<file path="config.mk">
export PLATFORM = sky130hd
export DESIGN_NAME = emb_ctrl
export DESIGN_NICKNAME = d
export VERILOG_FILES = /design/src/emb_pkg.sv /design/src/emb_ctrl.sv /design/src/emb_fifo.sv
export VERILOG_INCLUDE_DIRS = /design/src
export SDC_FILE = /design/constraint.sdc
export NUM_CORES = 1
export LEC_CHECK = 0
export BUFFER_PORTS_ARGS = -buffer_cell sky130_fd_sc_hd__buf_2
export CAP_MARGIN = 25
export CORE_UTILIZATION = 55
export DETAILED_ROUTE_END_ITERATION = 6
export GPL_TIMING_DRIVEN = 0
export HOLD_SLACK_MARGIN = 0.12
export MAX_ROUTING_LAYER = met4
export PLACE_DENSITY = 0.75
export RECOVER_POWER = 25
export SKIP_LAST_GASP = 1
export SLEW_MARGIN = 5
export SYNTH_ARGS = -nofsm -noshare
export SYNTH_HDL_FRONTEND = slang
export SYNTH_HIERARCHICAL = 1
export SYNTH_SLANG_ARGS = --single-unit
export TNS_END_PERCENT = 1
</file>
<file path="constraint.sdc">
create_clock -name sys_clk -period 8.88 [get_ports sys_clk]
set_input_delay 0.444 -clock sys_clk [delete_from_list [all_inputs] [get_ports sys_clk]]
set_output_delay 0.444 -clock sys_clk [all_outputs]
set_load 0.005 [all_outputs]
</file>
<file path="src/emb_map.svh">
// timing counts, field positions and reset values for the external memory bus control
`ifndef EMB_MAP_SVH
`define EMB_MAP_SVH

`define EMB_MCYCLE_CLKS 12
`define EMB_RST_MCYCLES 2
`define EMB_RST_CLKS (`EMB_RST_MCYCLES * `EMB_MCYCLE_CLKS)
`define EMB_SLOT_LAST 3'h5
`define EMB_ALE_CLKS 3'h2
`define EMB_FETCH_STROBE_FIRST 3'h3
`define EMB_XFER_STROBE_FIRST 3'h1
`define EMB_ROM_TOP 16'h1FFF
`define EMB_PORT_RST 8'hFF
`define EMB_REQ_OP_POS 25
`define EMB_REQ_PTR_POS 24
`define EMB_REQ_ADDR_POS 8
`define EMB_REQ_DATA_POS 0
`define EMB_REQ_W 27

`endif

</file>
<file path="src/emb_pkg.sv">
// types shared by the external memory bus control
package emb_pkg;
  typedef enum logic [1:0]
  {
    ST_IDLE = 2'h0,
    ST_FETCH = 2'h1,
    ST_DADDR = 2'h3,
    ST_DXFER = 2'h2
  } emb_state_t;

  typedef enum logic [1:0]
  {
    OP_FETCH = 2'h0,
    OP_READ = 2'h1,
    OP_WRITE = 2'h2
  } emb_op_t;
endpackage

</file>
<file path="src/emb_ctrl.sv">
// external program and data memory bus control: strobes, multiplexed port, fetch select
`include "emb_map.svh"

// How it works
// low address byte and data byte share port 0 during every external access.
// as plain I/O, port 0 is open drain; ones float.
// while carrying bus address or data, ports 0 and 2 drive ones strongly.
// port 2 gives the high address on external fetches and 16-bit pointer moves.
// on 8-bit indirect moves port 2 keeps showing its own output latch.
// address latch strobe, active high, marks the low address on port 0.
// address latch strobe runs at one sixth of the oscillator, except in the data transfer slot.
// each external data access drops exactly one address latch strobe pulse.
// program fetch strobe goes low twice per machine cycle from external code.
// each external data access skips two program fetch strobe activations.
// access select low fetches all code externally, 0000H to 1FFFH included.
// access select high fetches internally up to 1FFFH, externally above it.
// reset pin held low two machine cycles, oscillator running, resets the device.
// data write strobe on port 3 bit 6, read strobe on bit 7, active low.
// during verify, port 0 shows the code byte; outside pullups are needed.
// during verify, the equipment supplies low address on port 1, high on port 2.
// the bus reaches 64K bytes of code and a separate 64K bytes of data.
// program fetch strobe stays high for fetches served from internal memory.
// the outside latch captures the low address on the strobe's falling edge.
module emb_ctrl #(
  parameter int FIFO_DEPTH = 8,
  parameter int RST_HOLD_CLKS = `EMB_RST_CLKS
) (
  input wire logic sys_clk,
  input wire logic sys_rst,
  input wire logic req_valid,
  output logic req_ready,
  input wire emb_pkg::emb_op_t req_op,
  input wire logic req_ptr16,
  input wire logic [15:0] req_addr,
  input wire logic [7:0] req_wdata,
  output logic rsp_valid,
  output logic [7:0] rsp_data,
  output logic rsp_internal,
  input wire logic [7:0] p0_latch,
  input wire logic [7:0] high_port_output_latch,
  input wire logic [7:0] verify_code_byte,
  output logic [15:0] verify_addr,
  output logic core_rst,
  input wire logic external_access_select_n,
  input wire logic rst_pin_n,
  input wire logic verify_mode,
  input wire logic [7:0] port0_in,
  output logic [7:0] port0_out,
  output logic [7:0] port0_oe,
  input wire logic [7:0] port1_in,
  input wire logic [7:0] port2_in,
  output logic [7:0] port2_out,
  output logic [7:0] port2_oe,
  output logic addr_latch_strobe,
  output logic program_fetch_strobe_n,
  output logic data_wr_strobe_n_p36,
  output logic data_rd_strobe_n_p37
);
  import emb_pkg::*;

  localparam logic [4:0] HOLD_LAST = 5'(RST_HOLD_CLKS - 1);
  localparam int SYNC_W = 27;

  logic fifo_valid, fifo_pop;
  logic [`EMB_REQ_W-1:0] fifo_data;
  emb_op_t head_op;
  logic [15:0] head_addr;

  // pins pass two flops; only the second stage is read
  logic [SYNC_W-1:0] sync1_q, sync2_q;
  logic [7:0] p0_s, p1_s, hp_s;
  logic xsel_n_s, rstp_n_s, vfy_s;

  emb_state_t state_q, state_d;
  emb_op_t op_q, op_d;
  logic [2:0] phase_q, phase_d;
  logic slot_q, slot_d, ptr16_q, ptr16_d, ext_q, ext_d;
  logic [15:0] addr_q, addr_d;
  logic [7:0] wdata_q, wdata_d;
  logic [4:0] rcnt_q, rcnt_d;
  logic core_rst_q, core_rst_d;
  logic ale_q, ale_d, fetch_n_q, fetch_n_d, rd_n_q, rd_n_d, wr_n_q, wr_n_d;
  logic [7:0] p0_out_q, p0_out_d, p0_oe_q, p0_oe_d, hp_out_q, hp_out_d, hp_oe_q, hp_oe_d;
  logic rsp_valid_q, rsp_valid_d, rsp_int_q, rsp_int_d;
  logic [7:0] rsp_data_q, rsp_data_d;
  logic [15:0] vaddr_q, vaddr_d;
  logic bus_on, hi_addr;

  emb_fifo #(
    .WIDTH(`EMB_REQ_W),
    .DEPTH(FIFO_DEPTH)
  ) u_fifo (
    .sys_clk(sys_clk),
    .sys_rst(sys_rst),
    .in_valid(req_valid),
    .in_ready(req_ready),
    .in_data({req_op, req_ptr16, req_addr, req_wdata}),
    .out_valid(fifo_valid),
    .out_ready(fifo_pop),
    .out_data(fifo_data)
  );

  assign head_op = emb_op_t'(fifo_data[`EMB_REQ_OP_POS +: 2]);
  assign head_addr = fifo_data[`EMB_REQ_ADDR_POS +: 16];
  assign {p0_s, p1_s, hp_s, xsel_n_s, rstp_n_s, vfy_s} = sync2_q;

  always_ff @(posedge sys_clk or posedge sys_rst)
  begin
    if (sys_rst)
    begin
      sync1_q <= '0;
      sync2_q <= '0;
    end
    else
    begin
      sync1_q <= {port0_in, port1_in, port2_in, external_access_select_n, rst_pin_n, verify_mode};
      sync2_q <= sync1_q;
    end
  end

  always_comb
  begin
    phase_d = (phase_q == `EMB_SLOT_LAST) ? 3'h0 : phase_q + 3'h1;
    slot_d = (phase_q == `EMB_SLOT_LAST) ? ~slot_q : slot_q;
    state_d = state_q;
    op_d = op_q;
    ptr16_d = ptr16_q;
    addr_d = addr_q;
    wdata_d = wdata_q;
    ext_d = ext_q;
    fifo_pop = 1'b0;
    // a slot lasts six clocks, so one strobe per slot gives the 1/6 rate
    if (phase_q == `EMB_SLOT_LAST)
    begin
      state_d = ST_IDLE;
      if (core_rst_q || vfy_s)
      begin
        state_d = ST_IDLE;
      end
      else if (state_q == ST_DADDR)
      begin
        state_d = ST_DXFER;
      end
      else if (fifo_valid && (head_op == OP_FETCH || slot_q))
      begin
        // data moves start only on a machine cycle boundary
        state_d = (head_op == OP_FETCH) ? ST_FETCH : ST_DADDR;
        fifo_pop = 1'b1;
        op_d = head_op;
        ptr16_d = fifo_data[`EMB_REQ_PTR_POS];
        addr_d = head_addr;
        wdata_d = fifo_data[`EMB_REQ_DATA_POS +: 8];
        ext_d = (head_op != OP_FETCH) || !xsel_n_s || (head_addr > `EMB_ROM_TOP);
      end
    end
  end

  always_comb
  begin
    bus_on = (state_d == ST_FETCH && ext_d) || state_d == ST_DADDR || state_d == ST_DXFER;
    hi_addr = bus_on && (state_d == ST_FETCH || ptr16_d);
    ale_d = (phase_d < `EMB_ALE_CLKS) && state_d != ST_DXFER;
    fetch_n_d = !(state_d == ST_FETCH && ext_d && phase_d >= `EMB_FETCH_STROBE_FIRST);
    rd_n_d = !(state_d == ST_DXFER && op_d == OP_READ && phase_d >= `EMB_XFER_STROBE_FIRST);
    wr_n_d = !(state_d == ST_DXFER && op_d == OP_WRITE && phase_d >= `EMB_XFER_STROBE_FIRST);
    p0_out_d = p0_latch;
    p0_oe_d = ~p0_latch;
    if (vfy_s)
    begin
      p0_out_d = verify_code_byte;
      p0_oe_d = ~verify_code_byte;
    end
    if (state_d == ST_DADDR || (state_d == ST_FETCH && ext_d && phase_d < `EMB_FETCH_STROBE_FIRST))
    begin
      p0_out_d = addr_d[7:0];
      p0_oe_d = `EMB_PORT_RST;
    end
    else if (state_d == ST_DXFER)
    begin
      p0_out_d = wdata_d;
      p0_oe_d = (op_d == OP_WRITE) ? `EMB_PORT_RST : 8'h00;
    end
    else if (state_d == ST_FETCH && ext_d)
    begin
      p0_out_d = `EMB_PORT_RST;
      p0_oe_d = 8'h00;
    end
    // ones from the latch are left to the weak pullup; bus address is driven strongly
    hp_out_d = hi_addr ? addr_d[15:8] : high_port_output_latch;
    hp_oe_d = hi_addr ? `EMB_PORT_RST : ~high_port_output_latch;
    rsp_valid_d = (phase_q == `EMB_SLOT_LAST) &&
                  (state_q == ST_FETCH || (state_q == ST_DXFER && op_q == OP_READ));
    rsp_data_d = (rsp_valid_d && ext_q) ? p0_s : 8'h00;
    rsp_int_d = rsp_valid_d && !ext_q;
    vaddr_d = vfy_s ? {hp_s, p1_s} : vaddr_q;
    rcnt_d = rstp_n_s ? 5'h00 : ((rcnt_q == HOLD_LAST) ? rcnt_q : rcnt_q + 5'h01);
    core_rst_d = !rstp_n_s && (rcnt_q == HOLD_LAST || core_rst_q);
  end

  always_ff @(posedge sys_clk or posedge sys_rst)
  begin
    if (sys_rst)
    begin
      state_q <= ST_IDLE;
      op_q <= OP_FETCH;
      // start on the last phase of slot 1 so the first edge opens a full-width strobe in slot 0
      phase_q <= `EMB_SLOT_LAST;
      slot_q <= 1'b1;
      ptr16_q <= 1'b0;
      ext_q <= 1'b0;
      addr_q <= 16'h0000;
      wdata_q <= 8'h00;
      rcnt_q <= 5'h00;
      core_rst_q <= 1'b0;
      ale_q <= 1'b0;
      fetch_n_q <= 1'b1;
      rd_n_q <= 1'b1;
      wr_n_q <= 1'b1;
      p0_out_q <= `EMB_PORT_RST;
      p0_oe_q <= 8'h00;
      hp_out_q <= `EMB_PORT_RST;
      hp_oe_q <= 8'h00;
      rsp_valid_q <= 1'b0;
      rsp_data_q <= 8'h00;
      rsp_int_q <= 1'b0;
      vaddr_q <= 16'h0000;
    end
    else
    begin
      state_q <= state_d;
      op_q <= op_d;
      phase_q <= phase_d;
      slot_q <= slot_d;
      ptr16_q <= ptr16_d;
      ext_q <= ext_d;
      addr_q <= addr_d;
      wdata_q <= wdata_d;
      rcnt_q <= rcnt_d;
      core_rst_q <= core_rst_d;
      ale_q <= ale_d;
      fetch_n_q <= fetch_n_d;
      rd_n_q <= rd_n_d;
      wr_n_q <= wr_n_d;
      p0_out_q <= p0_out_d;
      p0_oe_q <= p0_oe_d;
      hp_out_q <= hp_out_d;
      hp_oe_q <= hp_oe_d;
      rsp_valid_q <= rsp_valid_d;
      rsp_data_q <= rsp_data_d;
      rsp_int_q <= rsp_int_d;
      vaddr_q <= vaddr_d;
    end
  end

  assign rsp_valid = rsp_valid_q;
  assign rsp_data = rsp_data_q;
  assign rsp_internal = rsp_int_q;
  assign verify_addr = vaddr_q;
  assign core_rst = core_rst_q;
  assign port0_out = p0_out_q;
  assign port0_oe = p0_oe_q;
  assign port2_out = hp_out_q;
  assign port2_oe = hp_oe_q;
  assign addr_latch_strobe = ale_q;
  assign program_fetch_strobe_n = fetch_n_q;
  assign data_wr_strobe_n_p36 = wr_n_q;
  assign data_rd_strobe_n_p37 = rd_n_q;
endmodule

</file>
<file path="src/emb_fifo.sv">
// request fifo with registered full and empty flags
module emb_fifo #(
  parameter int WIDTH = 27,
  parameter int DEPTH = 8
) (
  input wire logic sys_clk,
  input wire logic sys_rst,
  input wire logic in_valid,
  output logic in_ready,
  input wire logic [WIDTH-1:0] in_data,
  output logic out_valid,
  input wire logic out_ready,
  output logic [WIDTH-1:0] out_data
);
  localparam int AW = (DEPTH > 1) ? $clog2(DEPTH) : 1;
  localparam logic [AW-1:0] PTR_LAST = AW'(DEPTH - 1);
  localparam logic [AW:0] CNT_FULL = (AW + 1)'(DEPTH);

  logic [WIDTH-1:0] mem [DEPTH];
  logic [AW-1:0] wr_q, wr_d, rd_q, rd_d;
  logic [AW:0] cnt_q, cnt_d;
  logic in_ready_q, in_ready_d, out_valid_q, out_valid_d;
  logic push, pop;

  assign in_ready = in_ready_q;
  assign out_valid = out_valid_q;
  assign out_data = mem[rd_q];

  always_comb
  begin
    push = in_valid && in_ready_q;
    pop = out_valid_q && out_ready;
    wr_d = push ? ((wr_q == PTR_LAST) ? '0 : wr_q + 1'b1) : wr_q;
    rd_d = pop ? ((rd_q == PTR_LAST) ? '0 : rd_q + 1'b1) : rd_q;
    cnt_d = cnt_q;
    if (push && !pop)
    begin
      cnt_d = cnt_q + 1'b1;
    end
    else if (pop && !push)
    begin
      cnt_d = cnt_q - 1'b1;
    end
    // full only blocks the source, so a stalled drain backs up into req_ready
    in_ready_d = (cnt_d != CNT_FULL);
    out_valid_d = (cnt_d != '0);
  end

  always_ff @(posedge sys_clk or posedge sys_rst)
  begin
    if (sys_rst)
    begin
      wr_q <= '0;
      rd_q <= '0;
      cnt_q <= '0;
      in_ready_q <= 1'b0;
      out_valid_q <= 1'b0;
    end
    else
    begin
      wr_q <= wr_d;
      rd_q <= rd_d;
      cnt_q <= cnt_d;
      in_ready_q <= in_ready_d;
      out_valid_q <= out_valid_d;
    end
  end

  always_ff @(posedge sys_clk)
  begin
    if (push)
    begin
      mem[wr_q] <= in_data;
    end
  end
endmodule

</file>
==> impl_metrics.sql, run 1 <==
INSERT INTO impl_metrics (metric_group, metric, value, unit) VALUES
('status', 'status', 'complete, no violations', ''),
('synth', 'synth_top_cell_by_area', 'sky130_fd_sc_hd__edfxtp_1', ''),
('clock_tree', 'clk_pin_slew_worst_paths', '0.06', 'ns'),
('timing', 'fin_crit_sh', '54.6', '%'),
('synth', 'synth-compound-area-share', '3.17', '%'),
('routing', 'avgRoutedWirePerCell', '20.9', 'microns'),
('routing', 'routed_wirelength', '28.6', 'mm'),
('timing', 'final-setup-viol-count', '0', ''),
('timing', 'total_negative_setup_slacks', '0', 'ns'),
('pwr', 'total_power', '5.37', 'mW'),
('synth', 'avgSynthCellArea', '18.7', 'sq um'),
('timing', 'finalClockSkew', '0.0184', 'ns'),
('synth', 'ys_warn_count', '6', ''),
('setup_path', 'worst-path-max-fanout', '15', ''),
('synth', 'synthSimpleGateAreaFrac', '4.67', '%'),
('floorplanning', 'core_region_area', '25400', 'sq um'),
('setup_path', 'crit_type', 'reg2reg', ''),
('floorplanning', 'dieHeight', '164', 'microns'),
('cells_and_area', 'mostFrequentLayoutCells', '216 x sky130_fd_sc_hd__edfxtp_1, 146 x sky130_fd_sc_hd__dfrtp_1, 129 x sky130_fd_sc_hd__buf_2, 79 x sky130_fd_sc_hd__mux2_2, 54 x sky130_fd_sc_hd__mux4_2', ''),
('placement', 'placement.setup.worst_slack', '4.07', 'ns'),
('timing', 'hold_slack', '0.264', 'ns'),
('floorplanning', 'std_cell_rows', '58', ''),
('setup_path', 'timing.critical_path.from_type', 'register', ''),
('placement', 'port_buffer_count', '144', ''),
('floorplanning', 'dieWidth', '164', 'microns'),
('clock_tree', 'cts_buffers', '38', ''),
('synth', 'ys_seq_area_share', '74.6', '%'),
('clock_tree', 'worst_skew_pair.late_latency', '0.53', 'ns'),
('synth', 'post_synth_xor_area_fraction', '0.366', '%'),
('routing', 'dr.pass1.iters', '5', ''),
('timing', 'transition_time_at_the_pin_with_the_least_slew_margin', '0.846', 'ns'),
('cells_and_area', 'areaGrowthSynthToFinish', '21.1', '%'),
('global_route', 'grt_pass1_wl', '43.9', 'mm'),
('setup_path', 'cp_top_family', 'buffers and inverters', ''),
('clock_tree', 'cts_max_path_buffers', '3', ''),
('clock_tree', 'ctsHoldBuffers', '36', ''),
('routing', 'route.antenna.remaining_nets', '0', ''),
('routing', 'vias_per_cell', '5.54', ''),
('routing', 'routed-via-count', '7578', ''),
('cells_and_area', 'layout-drive-gt1-share', '37.7', '%'),
('setup_path', 'crit_slowest_cell', 'sky130_fd_sc_hd__clkbuf_1', ''),
('synth', 'dominantRegCellSynth', 'sky130_fd_sc_hd__edfxtp_1', ''),
('timing', 'min_period', '4.84', 'ns'),
('synth', 'netlist_top_cells_area', 'sky130_fd_sc_hd__edfxtp_1 45%, sky130_fd_sc_hd__dfrtp_1 25%, sky130_fd_sc_hd__mux4_2 8.5%', ''),
('synth', 'yosysUniqueCellTypes', '60', ''),
('timing', 'grt_setup_unrepaired', 'no', ''),
('timing', 'maxClockFrequency', '206', 'MHz'),
('global_route', 'grtUsageTotal', '22.9', '%'),
('placement', 'dpl.hpwl', '18.6', 'mm'),
('timing', 'report.final.hold_viol_count', '0', ''),
('cells_and_area', 'number_of_nets_in_the_layout', '1097', ''),
('clock_tree', 'cts_tree', 'yes', ''),
('setup_path', 'maximum_cell_stage_delay_along_the_critical_path', '0.61', 'ns'),
('clock_tree', 'postCtsSetupRepairBufs', '0', ''),
('synth', 'synth-seq-cells', '384', ''),
('global_route', 'global_route.overflow_total', '0', ''),
('setup_path', 'endpoint_kind', 'register', ''),
('synth', 'synth_area', '14400', 'sq um'),
('setup_path', 'cell_by_cell_listing_of_the_critical_path', 'clkbuf_1 > clkbuf_1 > mux4_2 > mux2_2 > nor2_1 > o2111ai_4 > inv_4 > buf_2 > buf_2 > nand2_1 > nor4_1 > nor3_1 > or4b_1', ''),
('timing', 'timing.max_slew.rel_slack', '43.3', '%'),
('pwr', 'leak', '6.65', 'nW'),
('synth', 'number_of_enable_type_register_cells_in_the_synthesized_netlist', '216', ''),
('synth', 'synth_top_family_by_area', 'multiplexers', ''),
('synth', 'asyncSetResetFlopFracSynth', '43.8', '%'),
('synth', 'synth_cells', '769', ''),
('clock_tree', 'h_tree_lvl_count', '2', ''),
('setup_path', 'critPathBufInv', '5', ''),
('clock_tree', 'post_cts_resize_count', '0', ''),
('cells_and_area', 'finish.cell_count_without_fillers', '1369', ''),
('timing', 'max_slew_violations', '0', ''),
('global_route', 'grt_max_degree', '102', '');
flip-flops by register name, indices dropped and copies added, names as in the netlist, 4 cells and up:
register      count
addr_q           16
port0_oe          8
port0_out         8
port2_oe          8
port2_out         8
rcnt_q            5
rsp_data          8
sync1_q          27
sync2_q          27
u_fifo/cnt_q      4
u_fifo/mem      216
verify_addr      16
wdata_q           8
logic make-up (layout without fill, tap and decap cells):
family,after synthesis,count (layout)
flip-flops,384,384
multiplexers,138,138
AND/OR/NAND/NOR,128,128
AO/OA/AOI/OAI,62,62
buffers and inverters,44,313
adder cells (fa/ha/maj),7,7
XOR/XNOR,6,6
other,0,1
synthesized netlist by cell type, types with 4 or more instances:
cell type,n
sky130_fd_sc_hd__edfxtp_1,216
sky130_fd_sc_hd__dfrtp_1,146
sky130_fd_sc_hd__mux2_2,79
sky130_fd_sc_hd__mux4_2,54
sky130_fd_sc_hd__nand2_1,40
sky130_fd_sc_hd__dfstp_2,22
sky130_fd_sc_hd__nor3_1,19
sky130_fd_sc_hd__nor2_1,17
sky130_fd_sc_hd__clkbuf_1,16
sky130_fd_sc_hd__o21ai_0,13
sky130_fd_sc_hd__buf_2,12
sky130_fd_sc_hd__nand2b_1,12
sky130_fd_sc_hd__a21oi_1,11
sky130_fd_sc_hd__o211ai_1,10
sky130_fd_sc_hd__and3_1,8
sky130_fd_sc_hd__o31ai_1,8
sky130_fd_sc_hd__ha_1,7
sky130_fd_sc_hd__inv_1,7
sky130_fd_sc_hd__nand3_1,7
sky130_fd_sc_hd__buf_6,4
through the flow:
stage / utilization, % / instance area [sq um]
global route: 68.6 / 17400
detailed placement: 62.2 / 15800
global placement: 61.1 / 15500
finish: 68.6 / 17400
CTS: 68.7 / 17400
floorplan: - / 14400
routing by layer:
layer,up-vias,track usage (%),part of all wire [%]
met5,-,-,0
met4,0,6.40,1.8
met3,41,4.16,6.2
met2,243,37.2,49
met1,3865,30.0,43
li1,3429,-,-
where the power goes:
| part | internal (mW) | total, mW | switching [mW] |
|---|---|---|---|
| combinational | 0.654 | 1.36 | 0.710 |
| sequential | 2.26 | 2.38 | 0.117 |
| clock | 0.996 | 1.63 | 0.636 |
| total | 3.91 | 5.37 | 1.46 |
final timing paths:
| check | end | from | slack (ns) | cells after the start |
|---|---|---|---|---|
| setup / recovery | u_fifo/in_ready | u_fifo/rd_q[1] | 4.04 | 13 |
| hold / removal | port0_oe[7] | p0_latch[7] | 0.26 | 3 |
| setup reg to reg | u_fifo/in_ready | u_fifo/rd_q[1] | 4.04 | 13 |
| hold reg to reg | sync2_q[26] | sync1_q[26] | 0.34 | 0 |
| max in group asynchronous | port0_out[0] | sys_rst | 7.46 | 4 |
| min in group asynchronous | sync1_q[6] | sys_rst | 0.54 | 3 |
worst reg2reg max path, stage by stage, from the launching register on:
cell and delay, ns:
sky130_fd_sc_hd__dfrtp_1 0.34, sky130_fd_sc_hd__clkbuf_1 0.49, sky130_fd_sc_hd__clkbuf_1 0.61, sky130_fd_sc_hd__mux4_2 0.41, sky130_fd_sc_hd__mux2_2 0.33, sky130_fd_sc_hd__nor2_1 0.32, sky130_fd_sc_hd__o2111ai_4 0.25, sky130_fd_sc_hd__inv_4 0.14
sky130_fd_sc_hd__buf_2 0.25, sky130_fd_sc_hd__buf_2 0.34, sky130_fd_sc_hd__nand2_1 0.22, sky130_fd_sc_hd__nor4_1 0.37, sky130_fd_sc_hd__nor3_1 0.12, sky130_fd_sc_hd__or4b_1 0.51
final cells by class:
class	instances	area [sq um]	share of cell area [%]
antenna	1	2.50	0.0144
buffer	35	181	1.04
clock buffer	57	1130	6.48
clock inverter	12	163	0.934
inverter	9	41.3	0.237
multi-input combinational	341	3490	20.0
sequential	384	10700	61.6
tap	330	413	2.37
timing repair buffer	200	1280	7.34
Note: power is estimated with default switching activity, not from simulation.
==> run 2, diff against run 1 <==
==> constraint.sdc (replaced) <==
create_clock -name sys_clk -period 4.8 [get_ports sys_clk]
set_input_delay 0.24 -clock sys_clk [delete_from_list [all_inputs] [get_ports sys_clk]]
set_output_delay 0.24 -clock sys_clk [all_outputs]
set_load 0.005 [all_outputs]
==> impl_metrics.sql, run 2 (synthesized netlist as in run 1, its figures left out) <==
INSERT INTO impl_metrics (metric_group, metric, value, unit) VALUES
('clock_tree', 'clk_pin_slew_worst_paths', '0.06', 'ns'),
('floorplanning', 'std_cell_rows', '58', ''),
('cells_and_area', 'leading_registers_by_flop_count', 'u_fifo/mem (216), sync1_q (27), sync2_q (27)', ''),
('flow_run', 'timing.max_cap.violations', '0', ''),
('timing', 'min_period', '4.53', 'ns'),
('setup_path', 'crit_type', 'reg2reg', ''),
('setup_path', 'maximum_cell_stage_delay_along_the_critical_path', '0.55', 'ns'),
('cells_and_area', 'largest_register_ffs', '216', ''),
('clock_tree', 'cts_sinks', '384', ''),
('floorplanning', 'io_pins', '145', ''),
('timing', 'maxClockFrequency', '221', 'MHz'),
('clock_tree', 'h_tree_lvl_count', '2', ''),
('floorplanning', 'core_region_area', '25400', 'sq um'),
('pwr', 'share_clk_of_total_power', '30.3', '%'),
('setup_path', 'critPathArrivalTime', '4.91', 'ns'),
('pwr', 'p_int', '7.26', 'mW'),
('pwr', 'worst_ir_drop_vdd', '0.000335', 'V'),
('clock_tree', 'cts_max_path_buffers', '3', ''),
('routing', 'avgRoutedWirePerCell', '20.7', 'microns'),
('routing', 'routed-via-count', '7770', ''),
('routing', 'dr.pass1.iters', '6', ''),
('placement', 'area_of_placed_instances', '15800', 'sq um'),
('cells_and_area', 'layout-drive-gt1-share', '36.6', '%'),
('routing', 'drcViolationCount', '0', ''),
('clock_tree', 'worst_skew_pair.late_latency', '0.53', 'ns'),
('pwr', 'leak', '6.85', 'nW'),
('status', 'status', 'complete, no violations', ''),
('placement', 'dpl.hpwl', '18.6', 'mm'),
('global_route', 'grt_pass1_wl', '45.3', 'mm'),
('cells_and_area', 'stdcell_area', '17900', 'sq um'),
('timing', 'finalClockSkew', '0.0228', 'ns'),
('global_route', 'global_route.overflow_total', '0', ''),
('routing', 'vias_per_cell', '5.50', ''),
('clock_tree', 'cts_buffers', '38', ''),
('timing', 'report.final.hold_viol_count', '0', ''),
('setup_path', 'timing.critical_path.from_type', 'register', ''),
('global_route', 'grt_max_degree', '102', ''),
('cells_and_area', 'mostFrequentLayoutCells', '216 x sky130_fd_sc_hd__edfxtp_1, 146 x sky130_fd_sc_hd__dfrtp_1, 127 x sky130_fd_sc_hd__buf_2, 79 x sky130_fd_sc_hd__mux2_2, 79 x sky130_fd_sc_hd__dlygate4sd3_1', ''),
('timing', 'timing.max_slew.rel_slack', '44.1', '%'),
('global_route', 'grtUsageTotal', '23.6', '%'),
('setup_path', 'cp_top_family', 'simple AND/OR/NAND/NOR gates', ''),
('worst_hold_path', 'timing.hold.worst.start', 'req_valid', ''),
('placement', 'port_buffer_count', '144', ''),
('cells_and_area', 'seq_area', '10700', 'sq um'),
('floorplanning', 'dieHeight', '164', 'microns'),
('timing', 'fin_crit_sh', '94.4', '%'),
('global_route', 'grt_pass1_vias', '8071', ''),
('global_route', 'top_usage_layer', 'met2', ''),
('cells_and_area', 'areaGrowthSynthToFinish', '24.2', '%'),
('global_route', 'met3_usage', '3.86', '%'),
('clock_tree', 'library_cell_used_as_clock_root_buffer', 'sky130_fd_sc_hd__clkbuf_16', ''),
('setup_path', 'critPathBufInv', '5', ''),
('routing', 'dr.first_iter.drc_count', '669', ''),
('clock_tree', 'cts_tree', 'yes', ''),
('setup_path', 'critPathLaunch', 'u_fifo/rd_q[0]', ''),
('pwr', 'share_of_power_burned_in_registers', '44.1', '%'),
('setup_path', 'worst-path-max-fanout', '15', ''),
('setup_path', 'crit_required', '5.18', 'ns'),
('timing', 'transition_time_at_the_pin_with_the_least_slew_margin', '0.833', 'ns'),
('setup_path', 'crit_slowest_cell', 'sky130_fd_sc_hd__mux4_2', ''),
('pwr', 'power.density', '559', 'nW/um^2'),
('cells_and_area', 'fillers', '1572', ''),
('global_route', 'grtUsageMet1', '30.9', '%'),
('timing', 'grt_setup_unrepaired', 'no', ''),
('global_route', 'globalRouteMet2Util', '38.7', '%'),
('floorplanning', 'initial_utilization', '56.6', '%'),
('timing', 'final-setup-viol-count', '0', ''),
('timing', 'total_negative_setup_slacks', '0', 'ns'),
('pwr', 'p_sw', '2.72', 'mW'),
('global_route', 'grt_antenna_before_repair', '3', ''),
('cells_and_area', 'number_of_nets_in_the_layout', '1140', ''),
('pwr', 'netSwitchingFraction', '27.2', '%'),
('routing', 'route.antenna.remaining_nets', '0', ''),
('pwr', 'pwr-share-comb', '25.6', '%'),
('placement', 'globalplace.congestion', '0.844', ''),
('routing', 'routed_wirelength', '29.3', 'mm'),
('setup_path', 'r2r_start', 'u_fifo/rd_q[0]', ''),
('floorplanning', 'die_area', '26800', 'sq um'),
('timing', 'max_slew_violations', '0', ''),
('setup_path', 'endpoint_kind', 'register', ''),
('cells_and_area', 'most_common_library_cell_in_the_layout_ignoring_fill_and_taps', 'sky130_fd_sc_hd__edfxtp_1', ''),
('pwr', 'total_power', '9.98', 'mW'),
('floorplanning', 'dieWidth', '164', 'microns'),
('setup_path', 'cell_by_cell_listing_of_the_critical_path', 'buf_2 > clkbuf_4 > mux4_2 > mux2_2 > nor2_1 > o2111ai_4 > inv_4 > buf_2 > clkbuf_4 > nand2_1 > nor4_1 > nor3_1 > or4b_1', ''),
('cells_and_area', 'finish.utilization', '70.3', '%'),
('cells_and_area', 'multi_input_comb_area', '3490', 'sq um'),
('cells_and_area', 'register_with_the_highest_flop_count', 'u_fifo/mem', ''),
('worst_hold_path', 'holdCritPathClass', 'in2reg', '');
==> run 2: cell count changes in the layout (fill, tap and decap cells not counted) <==
cell | before | now
sky130_fd_sc_hd__diode_2 | 1 | 2
sky130_fd_sc_hd__clkbuf_4 | 1 | 4
sky130_fd_sc_hd__clkbuf_1 | 53 | 48
sky130_fd_sc_hd__clkbuf_2 | 1 | 5
sky130_fd_sc_hd__buf_2 | 129 | 127
sky130_fd_sc_hd__dlygate4sd3_1 | 36 | 79
==> run 2: tightest hold or removal path, delay by kind of cell <==
family	cells	cell delay [ns]
simple gates	2	0.14
mux	1	0.15
buf+inv	2	0.18
==> run 2: what timing repair did <==
| item | CTS | global route |
|---|---|---|
| setup endpoints to repair | 1 | 1 |
| gates resized for setup | 2 | 5 |
| setup buffers | 0 | 0 |
| hold endpoints to repair | 330 | 0 |
| hold buffers | 79 | 0 |
==> run 2: area by class of cell <==
class / count / share of cell area [%]
flip-flops and latches: 384 / 60.0
multi-input cells: 341 / 19.5
repair buffers: 243 / 9.58
clock buffers: 57 / 6.32
well taps: 330 / 2.31
plain buffers: 35 / 1.08
clock inverters: 12 / 0.911
inverters: 9 / 0.231
diodes: 2 / 0.0280
==> run 2: path summary, 6_finish.rpt <==
kind,to,slack [ns],depth (start not counted)
worst min register to register,sync2_q[26],0.35,0
worst min-delay path,u_fifo/cnt_q[2],0.23,5
max in group asynchronous,port0_out[0],3.59,4
min in group asynchronous,sync1_q[6],0.32,3
worst max register to register,u_fifo/in_ready,0.27,13
worst max-delay path,u_fifo/in_ready,0.27,13
==> run 2: through the flow <==
step                      setup WS, ns  cells  hold slack [ns]
after CTS                       0.0563   1411            0.212
after global routing            0.0280   1413            0.238
after detailed placement       -0.0130   1263            0.334
final                            0.268   1413            0.232
after global placement           -1.42   1243            0.310
after floorplan                  0.390    769            0.105
==> run 2: power by group through the flow <==
stage / sequential, mW / combinational, mW / clock (mW)
after global placement: 4.45 / 2.37 / 0
after CTS: 4.40 / 2.58 / 3.07
after detailed placement: 4.45 / 2.50 / 0
after floorplan: 4.43 / 1.64 / 0
after global routing: 4.45 / 2.78 / 3.21
final: 4.40 / 2.56 / 3.02
==> run 2: per-layer routing <==
layer / part of all wire (%) / vias up / wire length (microns)
met5: 0 / - / 0
met4: 1.8 / 0 / 520
met3: 6.2 / 40 / 1820
met2: 50 / 275 / 14600
met1: 42 / 3935 / 12400
li1: - / 3520 / -
